`src/hdl/press_regs_pkg.sv`:
```
// constants, field layouts and carrier types for the pressure register bank
// assumes a byte-wide register port driven by a serial slave on the same clock
package press_regs_pkg;

    localparam int unsigned ADDR_W = 7;
    localparam int unsigned DATA_W = 8;

    localparam logic [6:0] ADDR_REF_LOW     = 7'h08;
    localparam logic [6:0] ADDR_REF_MID     = 7'h09;
    localparam logic [6:0] ADDR_REF_HIGH    = 7'h0A;
    localparam logic [6:0] ADDR_IDENT       = 7'h0F;
    localparam logic [6:0] ADDR_AVG_SETUP   = 7'h10;
    localparam logic [6:0] ADDR_CTRL_ONE    = 7'h20;
    localparam logic [6:0] ADDR_CTRL_TWO    = 7'h21;
    localparam logic [6:0] ADDR_CTRL_THREE  = 7'h22;
    localparam logic [6:0] ADDR_INT_SETUP   = 7'h23;
    localparam logic [6:0] ADDR_INT_ORIGIN  = 7'h24;
    localparam logic [6:0] ADDR_THS_LOW     = 7'h25;
    localparam logic [6:0] ADDR_THS_HIGH    = 7'h26;
    localparam logic [6:0] ADDR_SAMPLE_ST   = 7'h27;
    localparam logic [6:0] ADDR_PRESS_LOW   = 7'h28;
    localparam logic [6:0] ADDR_PRESS_MID   = 7'h29;
    localparam logic [6:0] ADDR_PRESS_HIGH  = 7'h2A;
    localparam logic [6:0] ADDR_TEMP_LOW    = 7'h2B;
    localparam logic [6:0] ADDR_TEMP_HIGH   = 7'h2C;
    localparam logic [6:0] ADDR_AMPLIFIER_CONTROL    = 7'h30;

    localparam logic [7:0] RST_REF          = 8'h00;
    localparam logic [7:0] RST_AVG_SETUP    = 8'h7A;
    localparam logic [7:0] RST_CTRL         = 8'h00;
    localparam logic [7:0] RST_AMPLIFIER_CONTROL     = 8'h00;
    localparam logic [7:0] IDENT_VALUE      = 8'h5C;  // arbitrary value
    localparam logic [7:0] READ_NONE        = 8'h00;

    localparam int unsigned PRESSURE_AVERAGE_COUNT_LSB        = 0;
    localparam int unsigned TEMPERATURE_AVERAGE_COUNT_LSB        = 4;
    localparam logic [3:0]  PRESSURE_AVERAGE_COUNT_CODE_256   = 4'h8;
    localparam logic [3:0]  PRESSURE_AVERAGE_COUNT_CODE_384   = 4'h9;
    localparam logic [3:0]  PRESSURE_AVERAGE_COUNT_CODE_512   = 4'hA;
    localparam logic [9:0]  AVG_COUNT_384   = 10'h180;
    localparam logic [9:0]  AVG_COUNT_512   = 10'h200;
    localparam logic [9:0]  AVG_COUNT_ONE   = 10'h001;
    localparam logic [7:0]  AVG_SETUP_MASK  = 8'h7F;

    // one register access from the serial front end
    typedef struct packed {
        logic       wr;
        logic       rd;
        logic       first;
        logic       incr;
        logic [6:0] addr;
        logic [7:0] wdata;
    } reg_req_type;

    // measurement taken from the sensing path
    typedef struct packed {
        logic        valid;
        logic [23:0] pressure;
        logic [15:0] temperature;
        logic [7:0]  status;
        logic [7:0]  origin;
    } sample_type;

    typedef enum logic [1:0] {
        BOOT_LOAD,
        BOOT_RUN
    } boot_state_type;

    typedef struct packed {
        boot_state_type state;
        logic [6:0]     next_addr;
        logic [23:0]    ref_val;
        logic [7:0]     avg_setup;
        logic [7:0]     ctrl_one;
        logic [7:0]     ctrl_two;
        logic [7:0]     ctrl_three;
        logic [7:0]     int_setup;
        logic [7:0]     ths_low;
        logic [7:0]     ths_high;
        logic [7:0]     amplifier_control;
        logic [23:0]    press_out;
        logic [15:0]    temp_out;
        logic [7:0]     status;
        logic [7:0]     origin;
        logic [7:0]     rdata;
    } bank_state_type;

endpackage

```
`src/hdl/avg_decode.sv`:
```
// decodes averaging codes into sample counts
// assumes codes straight from the averaging setup register
`timescale 1ns/1ns
module avg_decode
(
    // codes
    input  wire logic [3:0] press_code_in,
    input  wire logic [2:0] temp_code_in,
    // counts
    output logic      [9:0] press_count_out,
    output logic      [7:0] temp_count_out
);

    always_comb
    begin
        case (press_code_in)
            press_regs_pkg::PRESSURE_AVERAGE_COUNT_CODE_256: press_count_out = 10'h100;  // RQ7
            press_regs_pkg::PRESSURE_AVERAGE_COUNT_CODE_384: press_count_out = press_regs_pkg::AVG_COUNT_384;
            press_regs_pkg::PRESSURE_AVERAGE_COUNT_CODE_512: press_count_out = press_regs_pkg::AVG_COUNT_512;
            default:
            begin
                // codes above 1010 are undefined; treat as single sample
                if (press_code_in[3])
                    press_count_out = press_regs_pkg::AVG_COUNT_ONE;
                else
                    press_count_out = 10'((press_regs_pkg::AVG_COUNT_ONE) << press_code_in[2:0]);
            end
        endcase
        temp_count_out = 8'(8'h01 << temp_code_in);  // RQ8
    end

endmodule

```
`src/hdl/ref_adder.sv`:
```
// adds the signed reference pressure to the raw sensed pressure
// assumes both inputs are 24-bit two's complement, result wraps
`timescale 1ns/1ns
module ref_adder
(
    // operands
    input  wire logic [23:0] raw_in,
    input  wire logic [23:0] ref_in,
    // result
    output logic      [23:0] sum_out
);

    assign sum_out = raw_in + ref_in;  // RQ4

endmodule

```
`src/hdl/press_reg_bank.sv`:
```
// register bank of a barometric pressure sensor
// assumes a serial slave on clk_in hands over byte accesses as reg_req_type
// Behaviour
// RQ1: registers are selected by a 7-bit address from the serial port
// RQ2: all registers 8 bits at fixed addresses; controls 20h-22h, status 27h
// RQ3: reference pressure is 24-bit signed over 08h, 09h, 0Ah, read/write
// RQ4: reference pressure is added to the sensed pressure for the output
// RQ5: the three reference bytes reset to zero
// RQ6: identifier at 0Fh returns a fixed code; writes do not change it
// RQ7: pressure average code selects 2^code, or 256, 384, 512
// RQ8: temperature average code selects 2^code, 1 to 128; bit 7 reserved
// RQ9: host avoids 7Ah averaging setup at the fastest output rate; host model only swaps 7Ah writes to 10h for 6Ah while ctrl_q[6:4] is 7
// RQ10: host never writes the reserved address ranges; host model drops first-byte writes there, not burst bytes
// RQ11: host leaves boot-loaded calibration registers alone; host model drops first-byte writes to 30h only
// RQ12: calibration content is reloaded at every power-up
// RQ13: two-wire sub-address top bit requests address auto-increment
// RQ14: four-wire increment bit advances address per data byte, else fixed
// RQ15: writes to read-only registers are ignored
`timescale 1ns/1ns
module press_reg_bank
(
    // clock and reset
    input  wire logic                       clk_in,
    input  wire logic                       rstn_in,
    // register port from serial slave
    input  wire press_regs_pkg::reg_req_type req_in,
    output logic                     [7:0]  rdata_out,
    // calibration store
    input  wire logic                [7:0]  calib_amp_in,
    // sensing path
    input  wire press_regs_pkg::sample_type sample_in,
    // configuration outputs and calibration-done flag
    output logic                     [9:0]  press_avg_out,
    output logic                     [7:0]  temp_avg_out,
    output logic                     [7:0]  ctrl_one_out,
    output logic                     [7:0]  ctrl_two_out,
    output logic                     [7:0]  ctrl_three_out,
    output logic                            calib_done_out
);

    press_regs_pkg::bank_state_type st_q;
    press_regs_pkg::bank_state_type st_d;
    logic [23:0] sum_w;
    logic [6:0]  addr_w;
    logic [7:0]  rd_w;

    ref_adder u_ref_adder
    (
        .raw_in  (sample_in.pressure),
        .ref_in  (st_q.ref_val),
        .sum_out (sum_w)
    );

    avg_decode u_avg_decode
    (
        .press_code_in   (st_q.avg_setup[press_regs_pkg::PRESSURE_AVERAGE_COUNT_LSB +: 4]),
        .temp_code_in    (st_q.avg_setup[press_regs_pkg::TEMPERATURE_AVERAGE_COUNT_LSB +: 3]),
        .press_count_out (press_avg_out),
        .temp_count_out  (temp_avg_out)
    );

    // first byte uses its own address, later bytes the tracked one
    always_comb
    begin
        if (req_in.first)
            addr_w = req_in.addr;  // RQ1
        else
            addr_w = st_q.next_addr;
    end

    always_comb
    begin
        case (addr_w)  // RQ2
            press_regs_pkg::ADDR_REF_LOW:    rd_w = st_q.ref_val[7:0];
            press_regs_pkg::ADDR_REF_MID:    rd_w = st_q.ref_val[15:8];
            press_regs_pkg::ADDR_REF_HIGH:   rd_w = st_q.ref_val[23:16];  // RQ3
            press_regs_pkg::ADDR_IDENT:      rd_w = press_regs_pkg::IDENT_VALUE;  // RQ6
            press_regs_pkg::ADDR_AVG_SETUP:  rd_w = st_q.avg_setup;
            press_regs_pkg::ADDR_CTRL_ONE:   rd_w = st_q.ctrl_one;
            press_regs_pkg::ADDR_CTRL_TWO:   rd_w = st_q.ctrl_two;
            press_regs_pkg::ADDR_CTRL_THREE: rd_w = st_q.ctrl_three;
            press_regs_pkg::ADDR_INT_SETUP:  rd_w = st_q.int_setup;
            press_regs_pkg::ADDR_INT_ORIGIN: rd_w = st_q.origin;
            press_regs_pkg::ADDR_THS_LOW:    rd_w = st_q.ths_low;
            press_regs_pkg::ADDR_THS_HIGH:   rd_w = st_q.ths_high;
            press_regs_pkg::ADDR_SAMPLE_ST:  rd_w = st_q.status;
            press_regs_pkg::ADDR_PRESS_LOW:  rd_w = st_q.press_out[7:0];
            press_regs_pkg::ADDR_PRESS_MID:  rd_w = st_q.press_out[15:8];
            press_regs_pkg::ADDR_PRESS_HIGH: rd_w = st_q.press_out[23:16];
            press_regs_pkg::ADDR_TEMP_LOW:   rd_w = st_q.temp_out[7:0];
            press_regs_pkg::ADDR_TEMP_HIGH:  rd_w = st_q.temp_out[15:8];
            press_regs_pkg::ADDR_AMPLIFIER_CONTROL:   rd_w = st_q.amplifier_control;
            default:                         rd_w = press_regs_pkg::READ_NONE;
        endcase
    end

    always_comb
    begin
        st_d = st_q;
        case (st_q.state)
            press_regs_pkg::BOOT_LOAD:
            begin
                // trimming copied once after power-up release
                st_d.amplifier_control = calib_amp_in;  // RQ12
                st_d.state    = press_regs_pkg::BOOT_RUN;
            end
            press_regs_pkg::BOOT_RUN:
            begin
                if (req_in.wr || req_in.rd)
                begin
                    if (req_in.incr)
                        st_d.next_addr = 7'(addr_w + 7'h01);  // RQ13 RQ14
                    else
                        st_d.next_addr = addr_w;  // RQ14
                end
                if (req_in.rd)
                    st_d.rdata = rd_w;
                if (req_in.wr)
                begin
                    // read-only and reserved addresses fall to default
                    case (addr_w)  // RQ15
                        press_regs_pkg::ADDR_REF_LOW:    st_d.ref_val[7:0]   = req_in.wdata;
                        press_regs_pkg::ADDR_REF_MID:    st_d.ref_val[15:8]  = req_in.wdata;
                        press_regs_pkg::ADDR_REF_HIGH:   st_d.ref_val[23:16] = req_in.wdata;
                        press_regs_pkg::ADDR_AVG_SETUP:
                            st_d.avg_setup = req_in.wdata & press_regs_pkg::AVG_SETUP_MASK;
                        press_regs_pkg::ADDR_CTRL_ONE:   st_d.ctrl_one   = req_in.wdata;
                        press_regs_pkg::ADDR_CTRL_TWO:   st_d.ctrl_two   = req_in.wdata;
                        press_regs_pkg::ADDR_CTRL_THREE: st_d.ctrl_three = req_in.wdata;
                        press_regs_pkg::ADDR_INT_SETUP:  st_d.int_setup  = req_in.wdata;
                        press_regs_pkg::ADDR_THS_LOW:    st_d.ths_low    = req_in.wdata;
                        press_regs_pkg::ADDR_THS_HIGH:   st_d.ths_high   = req_in.wdata;
                        press_regs_pkg::ADDR_AMPLIFIER_CONTROL:   st_d.amplifier_control   = req_in.wdata;
                        default:                         st_d.amplifier_control   = st_q.amplifier_control;
                    endcase
                end
                if (sample_in.valid)
                begin
                    st_d.press_out = sum_w;  // RQ4
                    st_d.temp_out  = sample_in.temperature;
                    st_d.status    = sample_in.status;
                    st_d.origin    = sample_in.origin;
                end
            end
            default:
                st_d.state = press_regs_pkg::BOOT_LOAD;
        endcase
    end

    always_ff @(posedge clk_in or negedge rstn_in)
    begin
        if (!rstn_in)
        begin
            st_q            <= '0;
            st_q.state      <= press_regs_pkg::BOOT_LOAD;
            st_q.ref_val    <= {3{press_regs_pkg::RST_REF}};  // RQ5
            st_q.avg_setup  <= press_regs_pkg::RST_AVG_SETUP;
            st_q.ctrl_one   <= press_regs_pkg::RST_CTRL;
            st_q.ctrl_two   <= press_regs_pkg::RST_CTRL;
            st_q.ctrl_three <= press_regs_pkg::RST_CTRL;
            st_q.amplifier_control   <= press_regs_pkg::RST_AMPLIFIER_CONTROL;
        end
        else
            st_q <= st_d;
    end

    assign rdata_out      = st_q.rdata;
    assign ctrl_one_out   = st_q.ctrl_one;
    assign ctrl_two_out   = st_q.ctrl_two;
    assign ctrl_three_out = st_q.ctrl_three;
    assign calib_done_out = (st_q.state == press_regs_pkg::BOOT_RUN);

    a_ref_reset_zero: assert property (@(posedge clk_in)  // RQ5
        $rose(rstn_in) |-> st_q.ref_val == 24'h000000)
        else $error("reference not zero after reset");

    a_ident_read_fixed: assert property (@(posedge clk_in) disable iff (!rstn_in)  // RQ6
        (req_in.rd && addr_w == press_regs_pkg::ADDR_IDENT && calib_done_out)
        |=> rdata_out == press_regs_pkg::IDENT_VALUE)
        else $error("identifier read wrong");

    a_ref_write_low: assert property (@(posedge clk_in) disable iff (!rstn_in)  // RQ3
        (req_in.wr && addr_w == press_regs_pkg::ADDR_REF_LOW && calib_done_out)
        |=> st_q.ref_val[7:0] == $past(req_in.wdata))
        else $error("reference low write lost");

    a_sum_output: assert property (@(posedge clk_in) disable iff (!rstn_in)  // RQ4
        (sample_in.valid && calib_done_out && !(req_in.wr && addr_w[6:2] == 5'h02))
        |=> st_q.press_out == 24'($past(sample_in.pressure) + st_q.ref_val))
        else $error("pressure output not offset by reference");

    a_ro_write_ignored: assert property (@(posedge clk_in) disable iff (!rstn_in)  // RQ15
        (req_in.wr && addr_w == press_regs_pkg::ADDR_TEMP_LOW && !sample_in.valid)
        |=> $stable(st_q.temp_out))
        else $error("read-only register changed by write");

    a_incr_addr: assert property (@(posedge clk_in) disable iff (!rstn_in)  // RQ14
        (calib_done_out && req_in.rd && req_in.incr)
        |=> st_q.next_addr == 7'($past(addr_w) + 7'h01))
        else $error("address did not advance");

    a_fixed_addr: assert property (@(posedge clk_in) disable iff (!rstn_in)  // RQ14
        (calib_done_out && req_in.wr && !req_in.incr)
        |=> st_q.next_addr == $past(addr_w))
        else $error("address moved without increment");

    a_boot_reload: assert property (@(posedge clk_in)  // RQ12
        $rose(rstn_in) ##1 1'b1 |-> calib_done_out && st_q.amplifier_control == $past(calib_amp_in))
        else $error("calibration not reloaded");

    a_avg_count: assert property (@(posedge clk_in) disable iff (!rstn_in)  // RQ7
        st_q.avg_setup[3:0] == press_regs_pkg::PRESSURE_AVERAGE_COUNT_CODE_384 |-> press_avg_out == 10'h180)
        else $error("pressure average count wrong");

    a_avg_reserved: assert property (@(posedge clk_in) disable iff (!rstn_in)  // RQ8
        st_q.avg_setup[7] == 1'b0 && temp_avg_out == 8'(8'h01 << st_q.avg_setup[6:4]))
        else $error("temperature averaging field wrong");

endmodule

```
`config.mk`:
```
export PLATFORM = sky130hd
export DESIGN_NAME = press_reg_bank
export DESIGN_NICKNAME = d
export VERILOG_FILES = /design/src/hdl/press_regs_pkg.sv /design/src/hdl/avg_decode.sv /design/src/hdl/ref_adder.sv /design/src/hdl/press_reg_bank.sv
export SDC_FILE = /design/constraint.sdc
export NUM_CORES = 1
export LEC_CHECK = 0
export BUFFER_PORTS_ARGS = -buffer_cell sky130_fd_sc_hd__buf_2
export CAP_MARGIN = 10
export CORE_UTILIZATION = 43
export DETAILED_ROUTE_END_ITERATION = 16
export GPL_ROUTABILITY_DRIVEN = 0
export PLACE_DENSITY = 0.68
export SETUP_SLACK_MARGIN = 0.05
export SLEW_MARGIN = 25
export SYNTH_ARGS = -nofsm -noshare
export SYNTH_HDL_FRONTEND = slang
export SYNTH_SLANG_ARGS = --single-unit
```
`constraint.sdc`:
```
create_clock -name clk_in -period 5.8 [get_ports clk_in]
set_clock_uncertainty 0.1 [all_clocks]
set_input_delay 0.58 -clock clk_in [delete_from_list [all_inputs] [get_ports clk_in]]
set_output_delay 0.58 -clock clk_in [all_outputs]
set_load 0.01 [all_outputs]
```
==> impl_metrics.ini <==
[status]
status = complete, no violations

[synth]
syn_avg_cell_area_um2 = 9.90
synth_cells = 917
ys_ff_latch = 159
syn_area_um2 = 9080
synth.net_count = 1031
synth.most_common_cell = nand2_1
synth_top_area_share_pct = 42.4
ys_types = 75
synth_edf_count = 0
synth_top_area_cell = dfrtp_1
synthTopCellsByCount = nand2_1, dfrtp_1, mux2_2
yosysSeqAreaShare_pct = 43.9
ys_async_sr_fraction_pct = 100
yosys-top-cells-area = dfrtp_1, mux2_2, nand2_1, ha_1, buf_4
synth_warnings = 0
ys.flop_type = dfrtp_1

[pwr]
p_leak_nw = 4.96
p_per_area_nw_per_um2 = 318
ir_drop_uv = 162

[global_route]
grt_use_met1_pct = 35.8
grt_pass1_wl_um = 40800
grt_pass1_vias = 7028
use_met2_pct = 37.7
met3_usage_pct = 4.13
grt-busiest-layer = met2
grt_usage_pct = 24.9
grt_start_max_net_pins = 107
overflow = 0
antenna_found_initial = 0

[finish]
drive_above_1_share_pct = 28.2
regArea_um2 = 3990
areaGrowthSynthToFinish_pct = 11.9
fin_nets = 1095
fin_area_um2 = 10200
fill_cells = 1888
antennaDiodeCount = 0
multi_input_area_um2 = 4520

[floorplan]
rows = 52
ioPinCount = 137
initial_core_util_pct = 44.3
core_um2 = 20500
die_h_um = 147
dieArea_um2 = 21700
die_x_um = 147

[detailed_routing]
via_per_inst = 5.91
vias = 7474
drc = 0
dr.first_iter.drc_count = 688
drtAntennaViolNets = 0
wl_per_cell_um = 20.7
first_pass_iters = 7
routed_wirelength_um = 26100

[setup_path]
endpoint_kind = flop
crit_fanout = 28
cp.arrival_ns = 3.41
slowest_delay_ns = 0.59
critical_path_class = primary input to flop
start_kind = primary input
critPathRequiredTime_ns = 6.02
path_cells = buf_2 -> mux2_2 -> inv_1 -> ha_1 -> inv_1 -> nor4_4 -> nor2b_1 -> mux2_2
cp_slowest_cell = nor2b_1

[sta]
setup_violations = 0
final_max_slew_viol_count = 0
rsz0062_at_grt = no
min_period_over_period_pct = 55.0
finalCriticalPeriod_ns = 3.19
hold_violations = 0
tightest_slew_ns = 0.891
finalSetupTns_ns = 0
max_freq_mhz = 313
slew_headroom_pct = 40.6

[worst_hold_path]
hold_class = primary input to async pin

[clock_tree]
clockBufferDepth = 2
cts_resized = 0
cts_buffers = 17
hold_buffers = 0
worst_skew_pair.late_latency_ns = 0.43
cts_setup_buffers = 0
cts_root_buf = clkbuf_16
cts_tree = built
htree_levels = 4
cts_num_sinks = 159
cts.reportedPaths.clkPinSlew_ns = 0.06

[placed_design]
portBuffers = 136
placed_area_um2 = 9600
detailed_place_hpwl_um = 19100

[job]
cap_violations = 0
worst paths after layout:
check | start | to | slack [ns] | depth (start not counted)
worst max-delay path | req_in[16] | st_q[120] | 2.61 | 8
worst min-delay path | rstn_in | st_q[19] | 0.13 | 1
worst min register to register | st_q[33] | st_q[33] | 0.38 | 2
worst max register to register | st_q[156] | ctrl_two_out[7] | 2.76 | 5
min in group clk_in | sample_in[20] | st_q[28] | 0.23 | 3
max in group asynchronous | rstn_in | st_q[90] | 4.20 | 2
layout make-up:
class,count,share of cell area (%)
multi-input cells,649,44.4
clock inverters,12,1.21
well taps,270,3.32
repair buffers,139,7.00
inverters,15,0.554
flip-flops and latches,159,39.2
clock buffers,20,4.30
report_power, final:
part	internal, W	switching, W
Clock	0.000630	0.000446
Sequential	0.00129	0.000190
Combinational	0.000298	0.000378
Total	0.00222	0.00101
registers in the layout (all words and copies together), names as in the netlist:
signal          flops
ctrl_three_out      8
ctrl_two_out        8
st_q              127
ctrl_one_out        8
rdata_out           8
metal layers:
layer	part of all wire [%]	up-vias
met3	8.0	54
met2	45	348
met1	44	3666
met5	0	-
met4	2.9	0
li1	-	3406
metrics by stage:
step / setup WS, ns / total power, W / util [%] / hold WS (ns) / cells
5_1_grt: 2.44 / 0.00339 / 49.6 / 0.235 / 1264
3_3_place_gp: 2.30 / 0.00214 / 46.9 / 0.363 / 1232
2_1_floorplan: 2.78 / 0.00192 / - / 0.184 / 917
4_1_cts: 2.66 / 0.00323 / 49.6 / 0.230 / 1264
6_report: 2.61 / 0.00323 / 49.6 / 0.130 / 1264
3_5_place_dp: 2.24 / 0.00216 / 46.9 / 0.368 / 1232
placed cells by master, fill, tap and decap left out, types with 27 or more instances in the layout:
| master | netlist | routed |
|---|---|---|
| nand2_1 | 155 | 154 |
| dfrtp_1 | 154 | 154 |
| buf_2 | 23 | 135 |
| mux2_2 | 80 | 80 |
| a21oi_1 | 38 | 38 |
| nor2_1 | 37 | 37 |
| a22oi_1 | 31 | 31 |
| o21ai_0 | 32 | 31 |
| and3_1 | 27 | 27 |
| ha_1 | 27 | 27 |
critical path, delay by kind of cell:
kind / cells / cell delay, ns
fa+ha+maj: 1 / 0.26
mux: 2 / 0.84
buf+inv: 3 / 0.58
simple gates: 2 / 1.14
cell families (layout without fill, tap and decap cells):
family	count (synthesis)	count (layout)	share of synthesized area [%]
compound gates	195	195	15.8
xor+xnor	20	20	1.93
fa+ha+maj	28	28	3.94
buf+inv	109	186	6.43
flops	159	159	43.9
mux	91	91	11.2
other cells	1	1	0.0413
simple gates	314	314	16.8
Note: power is estimated with default switching activity, not from simulation.
